--- src/rtl/ptc_pkg.sv ---
// ptc_pkg: shared constants and codes for the privilege transfer checker.
// assumes: one core clock, synchronous active-high reset; every user writes ptc_pkg::name.
package ptc_pkg;
  // fault raised on any refused transfer
  localparam logic [7:0] GP_FAULT_VEC = 8'h0d;
  // nested task bit within the flags word
  localparam int NT_BIT = 14;
  // requested level sits in the low two selector bits
  localparam int RL_MSB = 1;
  localparam int RL_LSB = 0;

  // register port offsets and field positions
  localparam logic [3:0] REG_CTRL = 4'h0;
  localparam logic [3:0] REG_STATUS = 4'h4;
  localparam int CTRL_IF_BIT = 0;
  localparam int CTRL_LVL_LSB = 1;
  localparam int STAT_BUSY_BIT = 0;
  localparam int STAT_FAULT_BIT = 1;
  localparam int STAT_TSW_BIT = 2;
  localparam int STAT_CNT_LSB = 8;

  // values after reset
  localparam logic [1:0] CUR_LEVEL_RST = 2'h0;
  localparam logic IF_RST = 1'b0;

  // stack slot sizes in bytes
  localparam logic [31:0] SLOT32_BYTES = 32'h4;
  localparam logic [31:0] SLOT16_BYTES = 32'h2;

  // transfer operations presented by decode
  typedef enum logic [2:0] {
    OP_JUMP = 3'h0,
    OP_CALL = 3'h1,
    OP_RET = 3'h2,
    OP_INTERRUPT_RETURN = 3'h3,
    OP_INT = 3'h4
  } ptc_op_e;

  // descriptor classes after fetch
  typedef enum logic [2:0] {
    DK_CODE = 3'h0,
    DK_CALL_GATE = 3'h1,
    DK_TRAP_GATE = 3'h2,
    DK_INT_GATE = 3'h3,
    DK_TASK_GATE = 3'h4,
    DK_TSS = 3'h5,
    DK_OTHER = 3'h6
  } ptc_kind_e;

  // table the descriptor was found in
  localparam logic [1:0] TB_GLOBAL = 2'h0;
  localparam logic [1:0] TB_LOCAL = 2'h1;
  localparam logic [1:0] TB_INTR = 2'h2;

  // sequencer states, one-hot
  typedef enum logic [8:0] {
    ST_IDLE = 9'h001,
    ST_TSS_WT = 9'h002,
    ST_TSS_LD = 9'h004,
    ST_PUSH_SS = 9'h008,
    ST_PUSH_SP = 9'h010,
    ST_COPY_WT = 9'h020,
    ST_COPY_WR = 9'h040,
    ST_PUSH_CS = 9'h080,
    ST_PUSH_IP = 9'h100
  } ptc_state_e;
endpackage

--- src/rtl/ptc_push_if.sv ---
// ptc_push_if: link between the transfer sequencer and the stack pusher.
// assumes: both ends share the core clock; ctl drives requests, stk answers from flops.
interface ptc_push_if;
  logic load;
  logic [31:0] load_sp;
  logic push;
  logic [31:0] push_data;
  logic push_wide;
  logic [31:0] sp;
  logic wr;
  logic [31:0] wr_addr;
  logic [31:0] wr_data;
  logic wr_wide;

  modport ctl (output load, load_sp, push, push_data, push_wide, input sp, wr, wr_addr, wr_data, wr_wide);
  modport stk (input load, load_sp, push, push_data, push_wide, output sp, wr, wr_addr, wr_data, wr_wide);
endinterface

--- src/rtl/ptc_stack_pusher.sv ---
// ptc_stack_pusher: keeps the new stack pointer and emits one write per push.
// assumes: load and push never in the same cycle; 16-bit pushes carry data in the low half.
module ptc_stack_pusher (
  // clock and reset
  input wire logic clk,
  input wire logic rst,
  // sequencer side
  ptc_push_if.stk pif
);
  typedef struct packed {
    logic [31:0] sp;
    logic wr;
    logic [31:0] wr_addr;
    logic [31:0] wr_data;
    logic wr_wide;
  } ptc_push_s;

  ptc_push_s s_r;
  ptc_push_s s_nxt;

  // predecrement, then write at the new top
  always_comb
  begin
    s_nxt = s_r;
    s_nxt.wr = 1'b0;
    if (pif.load)
      s_nxt.sp = pif.load_sp;
    else if (pif.push)
    begin
      s_nxt.sp = s_r.sp - (pif.push_wide ? ptc_pkg::SLOT32_BYTES : ptc_pkg::SLOT16_BYTES);
      s_nxt.wr = 1'b1;
      s_nxt.wr_addr = s_nxt.sp;
      s_nxt.wr_data = pif.push_wide ? pif.push_data : {16'h0000, pif.push_data[15:0]};
      s_nxt.wr_wide = pif.push_wide;
    end
  end

  always_ff @(posedge clk)
  begin
    if (rst)
      s_r <= '0;
    else
      s_r <= s_nxt;
  end

  assign pif.sp = s_r.sp;
  assign pif.wr = s_r.wr;
  assign pif.wr_addr = s_r.wr_addr;
  assign pif.wr_data = s_r.wr_data;
  assign pif.wr_wide = s_r.wr_wide;
endmodule

--- src/flat_wrapper.sv ---
// flat-port wrapper written by rule: the top's interface ports become plain ports
module ptc_stack_pusher_flat 
  (clk, rst, pif_load, pif_load_sp, pif_push, pif_push_data, pif_push_wide, pif_sp, pif_wr, pif_wr_addr, pif_wr_data, pif_wr_wide);
  ptc_push_if pif_i ();
  input wire logic clk;
  input wire logic rst;
  input wire logic [$bits(pif_i.load)-1:0] pif_load;
  input wire logic [$bits(pif_i.load_sp)-1:0] pif_load_sp;
  input wire logic [$bits(pif_i.push)-1:0] pif_push;
  input wire logic [$bits(pif_i.push_data)-1:0] pif_push_data;
  input wire logic [$bits(pif_i.push_wide)-1:0] pif_push_wide;
  output wire logic [$bits(pif_i.sp)-1:0] pif_sp;
  output wire logic [$bits(pif_i.wr)-1:0] pif_wr;
  output wire logic [$bits(pif_i.wr_addr)-1:0] pif_wr_addr;
  output wire logic [$bits(pif_i.wr_data)-1:0] pif_wr_data;
  output wire logic [$bits(pif_i.wr_wide)-1:0] pif_wr_wide;
  assign pif_i.load = pif_load;
  assign pif_i.load_sp = pif_load_sp;
  assign pif_i.push = pif_push;
  assign pif_i.push_data = pif_push_data;
  assign pif_i.push_wide = pif_push_wide;
  assign pif_sp = pif_i.sp;
  assign pif_wr = pif_i.wr;
  assign pif_wr_addr = pif_i.wr_addr;
  assign pif_wr_data = pif_i.wr_data;
  assign pif_wr_wide = pif_i.wr_wide;
  ptc_stack_pusher u_core (.clk(clk), .rst(rst), .pif(pif_i));
endmodule
--- config.mk ---
export PLATFORM = sky130hd
export DESIGN_NAME = ptc_stack_pusher_flat
export DESIGN_NICKNAME = d
export VERILOG_FILES = /design/src/rtl/ptc_pkg.sv /design/src/rtl/ptc_push_if.sv /design/src/rtl/ptc_stack_pusher.sv /design/src/flat_wrapper.sv
export SDC_FILE = /design/constraint.sdc
export NUM_CORES = 1
export LEC_CHECK = 0
export BUFFER_PORTS_ARGS = -buffer_cell sky130_fd_sc_hd__buf_2
export CORE_UTILIZATION = 40
export DETAILED_ROUTE_END_ITERATION = 12
export HOLD_SLACK_MARGIN = 0.1
export PLACE_DENSITY = 0.67
export SETUP_SLACK_MARGIN = 0.3
export SYNTH_ARGS = -nofsm -noshare
export SYNTH_HDL_FRONTEND = slang
export SYNTH_SLANG_ARGS = --single-unit
export TNS_END_PERCENT = 5
--- constraint.sdc ---
create_clock -name clk -period 3.8 [get_ports clk]
set_clock_uncertainty 0.2 [all_clocks]
set_input_delay 0.76 -clock clk [delete_from_list [all_inputs] [get_ports clk]]
set_output_delay 0.76 -clock clk [all_outputs]
set_load 0.02 [all_outputs]
==> results by group, run 1 <==
Run status
  • Status: finished, final reports clean

Clock network
  • CTS Buf Count: 9
  • # resized after CTS: 0
  • Max Root-Sink Buffers: 2
  • CTS sink cnt: 98
  • Setup bufs post-CTS: 0
  • Clock Latency Late Sink: 0.35 ns
  • Root Driver: clkbuf_16
  • TritonCTS clock tree: done
  • H-tree depth: 3
  • CTS clk-pin slew, worst paths: 0.06 ns
  • Hold buffer count at CTS: 0

Timing
  • Hold Vio Cnt, Final: 0
  • Pins Over Slew Limit: 0
  • RSZ-0062 raised after global routing: no
  • Slew HR: 0.5406
  • Fmax: 318.9 MHz
  • # setup viols final: 0
  • Setup TNS: 0 ns
  • Measured slew at the worst slew-check pin: 0.6876 ns
  • Fin crit share: 0.8253
  • Fin crit period: 3.136 ns

Synthesis
  • Post-synth EDFFs: 0
  • Syn Inst Count: 571
  • XOR/XNOR Fraction of Synth Area: 0.03207
  • Async S/R FF share, synth: 0
  • Mapped Area: 0.004643 sq mm
  • Synth Area in Adders: 0.009701
  • Main combinational cell family by area after synthesis: simple AND/OR/NAND/NOR gates
  • Syn avg cell area: 8.132 sq um
  • Synthesis Warnings: 0
  • Syn Nets: 643
  • Synth unique cells: 44
  • Yosys reg bits: 98
  • Post-Synth Simple-Gate Area: 0.2816
  • Complex-gate fraction of the synthesized area: 0.1999
  • Ys flop type: dfxtp_1
  • Register area share after synthesis: 0.4225
  • Mux cell area share after synthesis: 0.004312

Finish
  • Inserted Diodes: 0
  • Fin util: 0.5285
  • Layout Area Growth over Synthesis: 26.08%
  • Share of post-route cells with drive strength above 1: 0.2906
  • Nets: 776

Pwr
  • VDD IR-drop max: 0.1877 mV
  • Pwr Density: 442.6 mW/mm^2
  • Static leakage: 0.002373 uW

Floorplanning
  • Die height: 109.7 microns
  • Initial Utilization: 0.4191
  • Die width: 109.7 microns
  • Area of the die: 0.01204 sq mm
  • Top Ports: 167
  • Core ar.: 0.01108 sq mm
  • Rows: 38

Detailed routing
  • Vias: 4,775
  • WL/cell: 16.41 microns
  • DRT Wirelength: 13.94 mm
  • Detail Route Antenna Nets: 0
  • 1st-iter DRT viols: 289
  • DR vias/cell: 5.624
  • Pre-Repair DR Iteration Count: 4
  • Number of remaining DRC errors: 0

Setup path
  • Worst EP required: 3.84 ns
  • CP arrival: 3.18 ns
  • Crit path kind: primary input to flop
  • CP max-delay cell: or4_1
  • CP Launch Type: primary input
  • Critical path fanouts, max: 11
  • Worst path most repeated cell: inv_1
  • Slowest stage delay, CP: 0.58 ns
  • CP cell instances: buf_2 -> inv_1 -> ha_1 -> inv_1 -> fa_2 -> nor3_4 -> nand2_1 -> or4_1 -> a311oi_1
  • Worst setup EP type: flop

Placed design
  • Port bufs: 166
  • DP Wirelength: 9.996 mm
  • Routability cong.: 0.8444

GRT
  • Global Route Usage Sum: 0.2282
  • Vias in the first global route: 4,209
  • First-pass GRT wire length: 21.36 mm
  • Largest net degree at the start of global routing: 66
  • Initial antenna violation count: 0
  • Grt total ovfl: 0

Hold path
  • Worst hold path type: flop to flop

Job
  • Max Cap Viol: 0
==> layout make-up <==
type	count	area, sq um
well taps	140	175.2
multi-input cells	412	2466
flip-flops and latches	98	1962
fillers	1058	5224
repair buffers	176	918.4
clock inverters	5	63.81
clock buffers	11	242.7
inverters	7	26.28
==> power breakdown <==
group	internal (uW)	total [uW]	switching, uW
combinational	182	495	313
sequential	1090	1170	76.6
clock	532	931	398
total	1800	2590	788
==> worst paths after layout <==
path	startpoint	cells past startpoint	endpoint	slack, ns
max reg2reg	u_core.pif.sp[7]	4	u_core.pif.wr_addr[31]	0.95
min reg2reg	u_core.pif.wr_data[5]	2	u_core.pif.wr_data[5]	0.25
min	u_core.pif.wr_data[5]	2	u_core.pif.wr_data[5]	0.25
max	pif_push_wide	9	u_core.pif.wr_addr[31]	0.66
==> synth_stat cells (3+ instances only) <==
cell / count / area, sq um
inv_1: 6 / 22.52
nand4_1: 9 / 56.30
dfxtp_1: 98 / 1962
nor4_2: 4 / 50.05
clkbuf_1: 49 / 183.9
nor4_1: 9 / 56.30
o41ai_1: 3 / 26.28
or2_2: 4 / 25.02
a211oi_1: 19 / 142.6
or3_1: 15 / 93.84
buf_1: 3 / 11.26
xnor2_1: 6 / 52.55
nor2_1: 80 / 300.3
nor3_1: 8 / 40.04
or4_1: 21 / 157.7
nand3_1: 22 / 110.1
a21oi_1: 39 / 195.2
nand2b_1: 3 / 18.77
o21ai_0: 11 / 55.05
o31ai_1: 20 / 150.1
nand4b_1: 4 / 35.03
nand2_1: 65 / 244.0
a2111oi_0: 4 / 35.03
a311oi_1: 32 / 280.3
or4_4: 3 / 33.78
xor2_1: 11 / 96.34
==> layer usage <==
| metal | vias up | track usage | routed length (microns) |
|---|---|---|---|
| li1 | 2375 | - | - |
| met1 | 2231 | 0.3079 | 6075 |
| met2 | 152 | 0.3657 | 6688 |
| met3 | 17 | 0.02964 | 893 |
| met4 | 0 | 0.09619 | 278 |
| met5 | - | 0 | 0 |
==> flip-flops by register name (all words and copies together), names as in the netlist <==
| signal | flops |
|---|---|
| u_core.pif.wr_data | 32 |
| u_core.pif.wr_addr | 32 |
| u_core.pif.sp | 32 |
| u_core.pif.wr_wide | 1 |
| u_core.pif.wr | 1 |
==> metrics by stage <==
| step | instance area [sq um] | setup slack, ns | total power, uW | hold WS [ns] | std cells |
|---|---|---|---|---|---|
| 5_1_grt | 5854 | 0.4872 | 2705 | 0.2628 | 849 |
| 3_3_place_gp | 5548 | 0.4407 | 1673 | 0.2362 | 833 |
| 3_5_place_dp | 5548 | 0.3250 | 1682 | 0.2413 | 833 |
| 6_report | 5854 | 0.6640 | 2591 | 0.2509 | 849 |
| 4_1_cts | 5854 | 0.6728 | 2613 | 0.2515 | 849 |
| 2_1_floorplan | 4653 | 0.3327 | 1501 | 0.3302 | 571 |
==> cell families after synthesis <==
kind of cell,count (synthesis)
XOR/XNOR,17
multiplexers,2
adder cells (fa/ha/maj),3
AND/OR/NAND/NOR,257
buffers and inverters,61
flip-flops,98
AO/OA/AOI/OAI,133
==> worst max-delay path, delay by kind of cell <==
| kind | cells | cell delay [ns] |
|---|---|---|
| fa+ha+maj | 2 | 0.59 |
| compound gates | 1 | 0.29 |
| buf+inv | 3 | 0.31 |
| simple gates | 3 | 1.23 |
==> placed cells by master (no fill, tap or decap), types with 2 or more instances in the layout <==
cell         n
buf_2      166
dfxtp_1     98
nor2_1      80
nand2_1     65
a21oi_1     39
a311oi_1    32
nand3_1     22
or4_1       21
o31ai_1     20
a211oi_1    19
or3_1       15
o21ai_0     11
xor2_1      11
nor4_1       9
nand4_1      9
clkbuf_16    9
buf_4        9
nor3_1       8
inv_1        6
xnor2_1      6
nor4_2       4
or2_2        4
a2111oi_0    4
nand4b_1     4
nand2b_1     3
or4_4        3
o41ai_1      3
clkinv_4     3
o31a_1       2
nand3b_1     2
mux2i_1      2
ha_1         2
(Power assumes the default switching activity.)
==> run 2, diff against run 1 <==
--- a/config.mk
+++ b/config.mk
@@ -5,11 +5,12 @@
 export SDC_FILE = /design/constraint.sdc
 export NUM_CORES = 1
 export LEC_CHECK = 0
+export ABC_AREA = 1
 export BUFFER_PORTS_ARGS = -buffer_cell sky130_fd_sc_hd__buf_2
 export CORE_UTILIZATION = 40
 export DETAILED_ROUTE_END_ITERATION = 12
 export HOLD_SLACK_MARGIN = 0.1
-export PLACE_DENSITY = 0.67
+export PLACE_DENSITY = 0.7
 export SETUP_SLACK_MARGIN = 0.3
 export SYNTH_ARGS = -nofsm -noshare
 export SYNTH_HDL_FRONTEND = slang
==> constraint.sdc (replaced) <==
create_clock -name clk -period 2.8 [get_ports clk]
set_clock_uncertainty 0.2 [all_clocks]
set_input_delay 0.56 -clock clk [delete_from_list [all_inputs] [get_ports clk]]
set_output_delay 0.56 -clock clk [all_outputs]
set_load 0.02 [all_outputs]
==> run 2 against run 1 <==
Effect of this change:
- synthesized cell count grew 8.4%
- first-iteration DRC count shrank 33%
- sequential power up 32%
- setup slack worse by 0.088 ns
- power up 29%
- via count shrank 3.6%
- critical path depth rose by 3
- cell area fell by 3.3%
- cell count is 8.5% higher
- clock power up 21%
- critical endpoint is now u_core.pif.wr_addr[21]
- highest routed layer unchanged
==> results by group, run 2 <==
Pwr
  • Seq pwr share: 0.461 (+0.011)
  • Total power: 3351 uW (+29%)
  • Switching power total: 1031 uW (+31%)
  • Comb pwr share: 0.203 (+0.012)
  • Clk pwr share: 0.336 (-0.023)
  • Cell Int Power: 2320 uW (+29%)
  • Static leakage: 0.002779 uW (+17%)
  • VDD IR-drop max: 0.2820 mV (+50%)
  • Sw Ratio: 0.3076 (+0.003569)
  • Pwr Density: 591.8 mW/mm^2 (+34%)

Floorplanning
  • Initial Utilization: 0.4120 (-0.007083)
  • Top Ports: 167 (unchanged)
  • Core ar.: 0.01084 sq mm (-2.1%)
  • Die height: 107.7 microns (-1.9%)
  • Rows: 38 (unchanged)
  • Area of the die: 0.01159 sq mm (-3.7%)
  • Die width: 107.7 microns (-1.9%)

Clock network
  • Clock Latency Late Sink: 0.37 ns (+0.02 ns)
  • TritonCTS clock tree: done
  • CTS sink cnt: 98 (unchanged)
  • # resized after CTS: 0 (unchanged)
  • Root Driver: clkbuf_8
  • CTS Buf Count: 9 (unchanged)
  • H-tree depth: 3 (unchanged)
  • Hold buffer count at CTS: 0 (unchanged)
  • CTS clk-pin slew, worst paths: 0.10 ns (+0.04 ns)
  • Max Root-Sink Buffers: 2 (unchanged)
  • Setup bufs post-CTS: 0 (unchanged)

Timing
  • Fin crit share: 0.7944
  • Measured slew at the worst slew-check pin: 0.6537 ns (-0.03391 ns)
  • Setup slack after layout: 0.5758 ns (-0.08827 ns)
  • Fmax: 449.6 MHz
  • # setup viols final: 0 (unchanged)
  • RSZ-0062 raised after global routing: no
  • Fin crit period: 2.224 ns
  • Hold Vio Cnt, Final: 0 (unchanged)
  • Setup TNS: 0 ns (unchanged)
  • Slew HR: 0.5637 (+0.02310)
  • Pins Over Slew Limit: 0 (unchanged)

Synthesis
  • Syn Nets: 691 (+7.5%)
  • Most numerous cell in the Yosys netlist: nand2_1
  • Register area share after synthesis: 0.4392 (+0.01669)
  • Yosys top cell area share: 0.4392 (+0.01669)
  • Synth unique cells: 29 (-34%)
  • Commonest cells in the netlist: 144 x nand2_1, 98 x dfxtp_1, 84 x nor2_1
  • Post-synth EDFFs: 0 (unchanged)
  • Largest cells by area after synthesis: dfxtp_1 44%, nand2_1 12%, a21oi_1 9.1%
  • Ys flop type: dfxtp_1
  • Synthesis Warnings: 0 (unchanged)
  • Syn Inst Count: 619 (+8.4%)
  • Syn avg cell area: 7.216 sq um (-11%)
  • Top cell type by total area after synthesis: dfxtp_1
  • Async S/R FF share, synth: 0 (unchanged)
  • Yosys reg bits: 98 (unchanged)
  • Mapped Area: 0.004467 sq mm (-3.8%)

GRT
  • Initial antenna violation count: 0 (unchanged)
  • Largest net degree at the start of global routing: 38 (-42%)
  • Global Route Usage Sum: 0.2305 (+0.002251)
  • Vias in the first global route: 4,306 (+2.3%)
  • First-pass GRT wire length: 20.64 mm (-3.4%)
  • Grt total ovfl: 0 (unchanged)

Hold path
  • Worst hold path type: primary input to flop

Finish
  • Most frequent cells in the layout: 166 x buf_2, 144 x nand2_1, 98 x dfxtp_1
  • Share of post-route cells with drive strength above 1: 0.2881 (-0.002458)
  • Nets: 848 (+9.3%)
  • Layout Area Growth over Synthesis: 26.75%
  • Commonest non-fill, non-tap cell in the layout: buf_2
  • Inserted Diodes: 0 (unchanged)

Setup path
  • Worst path most repeated cell: inv_1
  • Slowest stage delay, CP: 0.41 ns (-0.17 ns)
  • Worst setup EP type: flop
  • CP max-delay cell: fa_1
  • Worst EP required: 2.84 ns (-1.00 ns)
  • CP Launch Type: flop
  • CP top delay family: simple AND/OR/NAND/NOR gates
  • Critical path fanouts, max: 5 (-6)
  • WP buf/inv: 3 (unchanged)
  • CP arrival: 2.27 ns (-0.91 ns)
  • Crit path kind: flop to flop
  • CP cell instances: inv_1 -> ha_1 -> inv_1 -> fa_1 -> inv_1 -> nand2_2 -> nor2_8 -> nand2_4 -> nor2_1 -> nand2_1 -> nand3_1 -> a21oi_1

Detailed routing
  • Pre-Repair DR Iteration Count: 5 (+1)
  • Vias: 4,601 (-3.6%)
  • DR vias/cell: 4.996 (-11%)
  • Detail Route Antenna Nets: 0 (unchanged)
  • Number of remaining DRC errors: 0 (unchanged)
  • DRT Wirelength: 12.87 mm (-7.6%)
  • 1st-iter DRT viols: 194 (-33%)
  • WL/cell: 13.98 microns (-15%)

Job
  • Max Cap Viol: 0 (unchanged)

Placed design
  • Place WS: 0.2213 ns (-0.1037 ns)
  • Routability cong.: 0.8877 (+5.1%)
  • DP Wirelength: 9.565 mm (-4.3%)
  • Port bufs: 166 (unchanged)

Run status
  • Status: finished, final reports clean
==> run 2: cell count changes after synthesis, sizes merged, moves of 23 or more <==
cell    previous run  this run
or4               24         0
a21oi             39        81
nand2             65       152
clkbuf            50        16
a311oi            32         0
o21ai             11        34
inv                6        50
==> run 2: final timing paths <==
path	start	endpoint	slack, ns	cells past startpoint
worst max-delay path	u_core.pif.sp[1]	u_core.pif.wr_addr[21]	0.58	12
worst min-delay path	pif_push_data[10]	u_core.pif.wr_data[10]	0.20	3
worst max register to register	u_core.pif.sp[1]	u_core.pif.wr_addr[21]	0.58	12
worst min register to register	u_core.pif.wr_addr[10]	u_core.pif.wr_addr[10]	0.26	2
==> run 2: per-stage QoR <==
stage,hold WS (ns),utilization,cell area (sq um),cells
2_1_floorplan,0.3309,-,4467,619
3_3_place_gp,0.2494,0.4991,5410,905
4_1_cts,0.1855,0.5223,5662,921
5_1_grt,0.1858,0.5223,5662,921
6_report,0.2019,0.5223,5662,921
3_5_place_dp,0.2523,0.4991,5410,905
==> run 2: kinds of logic (layout without fill, tap and decap cells) <==
| family | after synthesis | count (layout) | share of synthesized area |
|---|---|---|---|
| AO/OA/AOI/OAI | 145 | 145 | 0.1810 |
| XOR/XNOR | 5 | 5 | 0.01149 |
| adder cells (fa/ha/maj) | 3 | 3 | 0.01008 |
| buffers and inverters | 80 | 242 | 0.07339 |
| flip-flops | 98 | 98 | 0.4392 |
| AND/OR/NAND/NOR | 288 | 288 | 0.2849 |
==> run 2: cell type report <==
class                      instances  area (sq um)
clock inverter                     6         113.9
multi-input combinational        441          2180
clock buffer                      10         137.6
sequential                        98          1962
fill                            1127          5179
inverter                          50         187.7
timing repair buffer             176         905.9
tap                              140         175.2
==> run 2: metal layers <==
| layer | track usage | part of all wire | up-vias |
|---|---|---|---|
| met4 | 0.1047 | 0.021 | 0 |
| met5 | 0 | 0 | - |
| met2 | 0.3832 | 0.48 | 151 |
| met3 | 0.05508 | 0.068 | 21 |
| li1 | - | - | 2327 |
| met1 | 0.2809 | 0.43 | 2102 |
==> run 2: power groups by stage <==
stage          clock (uW)  combinational (uW)  sequential [uW]
6_report             1130                 681             1540
4_1_cts              1150                 684             1540
5_1_grt              1210                 753             1550
3_3_place_gp            0                 668             1570
2_1_floorplan           0                 375             1650
3_5_place_dp            0                 681             1570
==> run 2: worst reg2reg max path, delay by kind of cell (launching register included) <==
family / cells / cell delay (ns)
fa+ha+maj: 2 / 0.58
flops: 1 / 0.32
compound gates: 1 / 0.07
buf+inv: 3 / 0.27
simple gates: 6 / 0.68
==> run 3, diff against run 2 <==
--- a/config.mk
+++ b/config.mk
@@ -10,7 +10,7 @@
 export CORE_UTILIZATION = 40
 export DETAILED_ROUTE_END_ITERATION = 12
 export HOLD_SLACK_MARGIN = 0.1
-export PLACE_DENSITY = 0.7
+export PLACE_DENSITY = 0.67
 export SETUP_SLACK_MARGIN = 0.3
 export SYNTH_ARGS = -nofsm -noshare
 export SYNTH_HDL_FRONTEND = slang
==> constraint.sdc (replaced) <==
create_clock -name clk -period 2.2 [get_ports clk]
set_clock_uncertainty 0.2 [all_clocks]
set_input_delay 0.44 -clock clk [delete_from_list [all_inputs] [get_ports clk]]
set_output_delay 0.44 -clock clk [all_outputs]
set_load 0.02 [all_outputs]
==> run 3 against run 2 <==
Effect of this change:
- maximum frequency rose by 12%
- power rose by 26%
- sequential power rose by 28%
- setup slack got worse by 0.35 ns
- die area did not move
- global-route usage rose by 1.0 points
- cell count rose by 2.9%
- combinational power rose by 40%
- sequential cell count did not move
- wire length rose by 4.6%
- clock-buffer cell count rose by 1
==> results by group, run 3 (synthesis results as in run 2) <==
Finish
  • Storage cell area: 0.001963 sq mm (about the same)
  • Fill count: 1,090 (-3.3%)
  • Share of post-route cells with drive strength above 1: 0.3106 (+0.02255)
  • Inserted Diodes: 0 (unchanged)
  • Nets: 875 (+3.2%)
  • Commonest non-fill, non-tap cell in the layout: buf_2
  • Layout Area Growth over Synthesis: 33.53%
  • Most frequent cells in the layout: 166 x buf_2, 143 x nand2_1, 97 x dfxtp_1
  • Fin util: 0.5502 (+0.02793)
  • Area of the multi-input gates: 0.002255 sq mm (+3.4%)

Placed design
  • Place WS: -0.09997 ns (-0.3213 ns)
  • Port bufs: 166 (unchanged)
  • DP Wirelength: 9.736 mm (+1.8%)
  • Routability cong.: 0.8692 (-2.1%)

Timing
  • Min Hold Slack: 0.1161 ns (-0.08577 ns)
  • Fmax: 505.4 MHz (+12%)
  • Pins Over Slew Limit: 0 (unchanged)
  • Fin crit period: 1.979 ns (-0.2454 ns)
  • Fin crit share: 0.8995 (+0.1051)
  • Setup slack after layout: 0.2212 ns (-0.3546 ns)
  • Setup TNS: 0 ns (unchanged)
  • Slew HR: 0.5773 (+0.01358)
  • Hold Vio Cnt, Final: 0 (unchanged)
  • RSZ-0062 raised after global routing: yes
  • Measured slew at the worst slew-check pin: 0.6333 ns (-0.02034 ns)
  • # setup viols final: 0 (unchanged)

Detailed routing
  • Pre-Repair DR Iteration Count: 4 (-1)
  • DRT Wirelength: 13.46 mm (+4.6%)
  • Vias: 4,734 (+2.9%)
  • WL/cell: 14.20 microns (+1.6%)
  • 1st-iter DRT viols: 271 (+40%)
  • DR vias/cell: 4.994 (about the same)
  • Detail Route Antenna Nets: 0 (unchanged)
  • Number of remaining DRC errors: 0 (unchanged)

GRT
  • First-pass GRT wire length: 21.84 mm (+5.8%)
  • Grt total ovfl: 0 (unchanged)
  • Global Route Usage Sum: 0.2409 (+0.01046)
  • Vias in the first global route: 4,506 (+4.6%)
  • Initial antenna violation count: 0 (unchanged)
  • Largest net degree at the start of global routing: 76 (+100%)

Hold path
  • Worst hold path type: primary input to flop

Setup path
  • Worst EP required: 2.25 ns (-0.59 ns)
  • Crit path kind: flop to flop
  • Worst path most repeated cell: inv_2
  • CP cell instances: inv_2 -> ha_4 -> inv_2 -> fa_2 -> inv_2 -> nand2_4 -> nor2_8 -> nand2_4 -> nor2_2 -> nand2_1 -> nand3_2 -> a21oi_2
  • CP top delay family: simple AND/OR/NAND/NOR gates
  • Critical path fanouts, max: 5 (unchanged)
  • WP buf/inv: 3 (unchanged)
  • CP Launch Type: flop
  • CP max-delay cell: fa_2
  • CP arrival: 2.03 ns (-0.24 ns)
  • Slowest stage delay, CP: 0.35 ns (-0.06 ns)
  • Worst setup EP type: flop

Floorplanning
  • Initial Utilization: 0.4120 (unchanged)
  • Area of the die: 0.01159 sq mm (unchanged)
  • Die width: 107.7 microns (unchanged)
  • Die height: 107.7 microns (unchanged)
  • Rows: 38 (unchanged)
  • Core ar.: 0.01084 sq mm (unchanged)
  • Top Ports: 167 (unchanged)

Pwr
  • Pwr Density: 705.4 mW/mm^2 (+19%)
  • VDD IR-drop max: 0.4004 mV (+42%)
  • Static leakage: 0.002899 uW (+4.3%)
  • Total power: 4207 uW (+26%)

Clock network
  • Max Root-Sink Buffers: 2 (unchanged)
  • H-tree depth: 3 (unchanged)
  • Clock Latency Late Sink: 0.37 ns (about the same)
  • CTS sink cnt: 98 (unchanged)
  • Root Driver: clkbuf_8
  • TritonCTS clock tree: done
  • CTS clk-pin slew, worst paths: 0.09 ns (about the same)
  • CTS Buf Count: 9 (unchanged)

Run status
  • Status: finished, final reports clean

Job
  • Max Cap Viol: 0 (unchanged)
==> run 3: final timing paths <==
check	to	cells past startpoint	slack, ns	startpoint
setup reg to reg	u_core.pif.wr_addr[21]	12	0.22	u_core.pif.sp[1]
hold / removal	u_core.pif.wr_data[24]	3	0.12	pif_push_data[24]
setup / recovery	u_core.pif.wr_addr[21]	12	0.22	u_core.pif.sp[1]
hold reg to reg	u_core.pif.wr_data[24]	2	0.26	u_core.pif.wr_data[24]
==> run 3: what timing repair did <==
action	in CTS	in global routing
pin swaps	9	5
gates resized for setup	8	8
endpoints found under the setup margin	28	50
hold endpoints to repair	16	0
hold buffers	16	0
setup buffers	2	3
==> run 3: cell type report <==
class,count,share of cell area
clock buffer,11,0.02370
clock inverter,5,0.01301
inverter,50,0.03210
multi-input combinational,441,0.3780
sequential,98,0.3291
tap,140,0.02937
timing repair buffer,203,0.1947
==> run 3: layer usage <==
layer,global-route usage,up-vias,share of wire
met5,0,-,0
met4,0.09295,0,0.021
met3,0.05085,21,0.065
met2,0.4093,151,0.49
met1,0.2968,2182,0.43
li1,-,2380,-
==> run 3: power by group <==
part           switching, uW  leakage, uW  total (uW)  internal (uW)
sequential              99.0     0.000803        1970           1870
combinational            601      0.00199         952            351
clock                    618     0.000109        1290            668
==> run 3: tightest hold or removal path: cells and delay by family <==
family | cells | cell delay [ns]
AND/OR/NAND/NOR | 1 | 0.05
buffers and inverters | 1 | 0.09
AO/OA/AOI/OAI | 1 | 0.05
==> run 3: stage by stage <==
step / area [sq um] / cells
detailed placement: 5492 / 911
floorplan: 4491 / 619
finish: 5964 / 948
CTS: 5917 / 945
global placement: 5492 / 911
global route: 5964 / 948
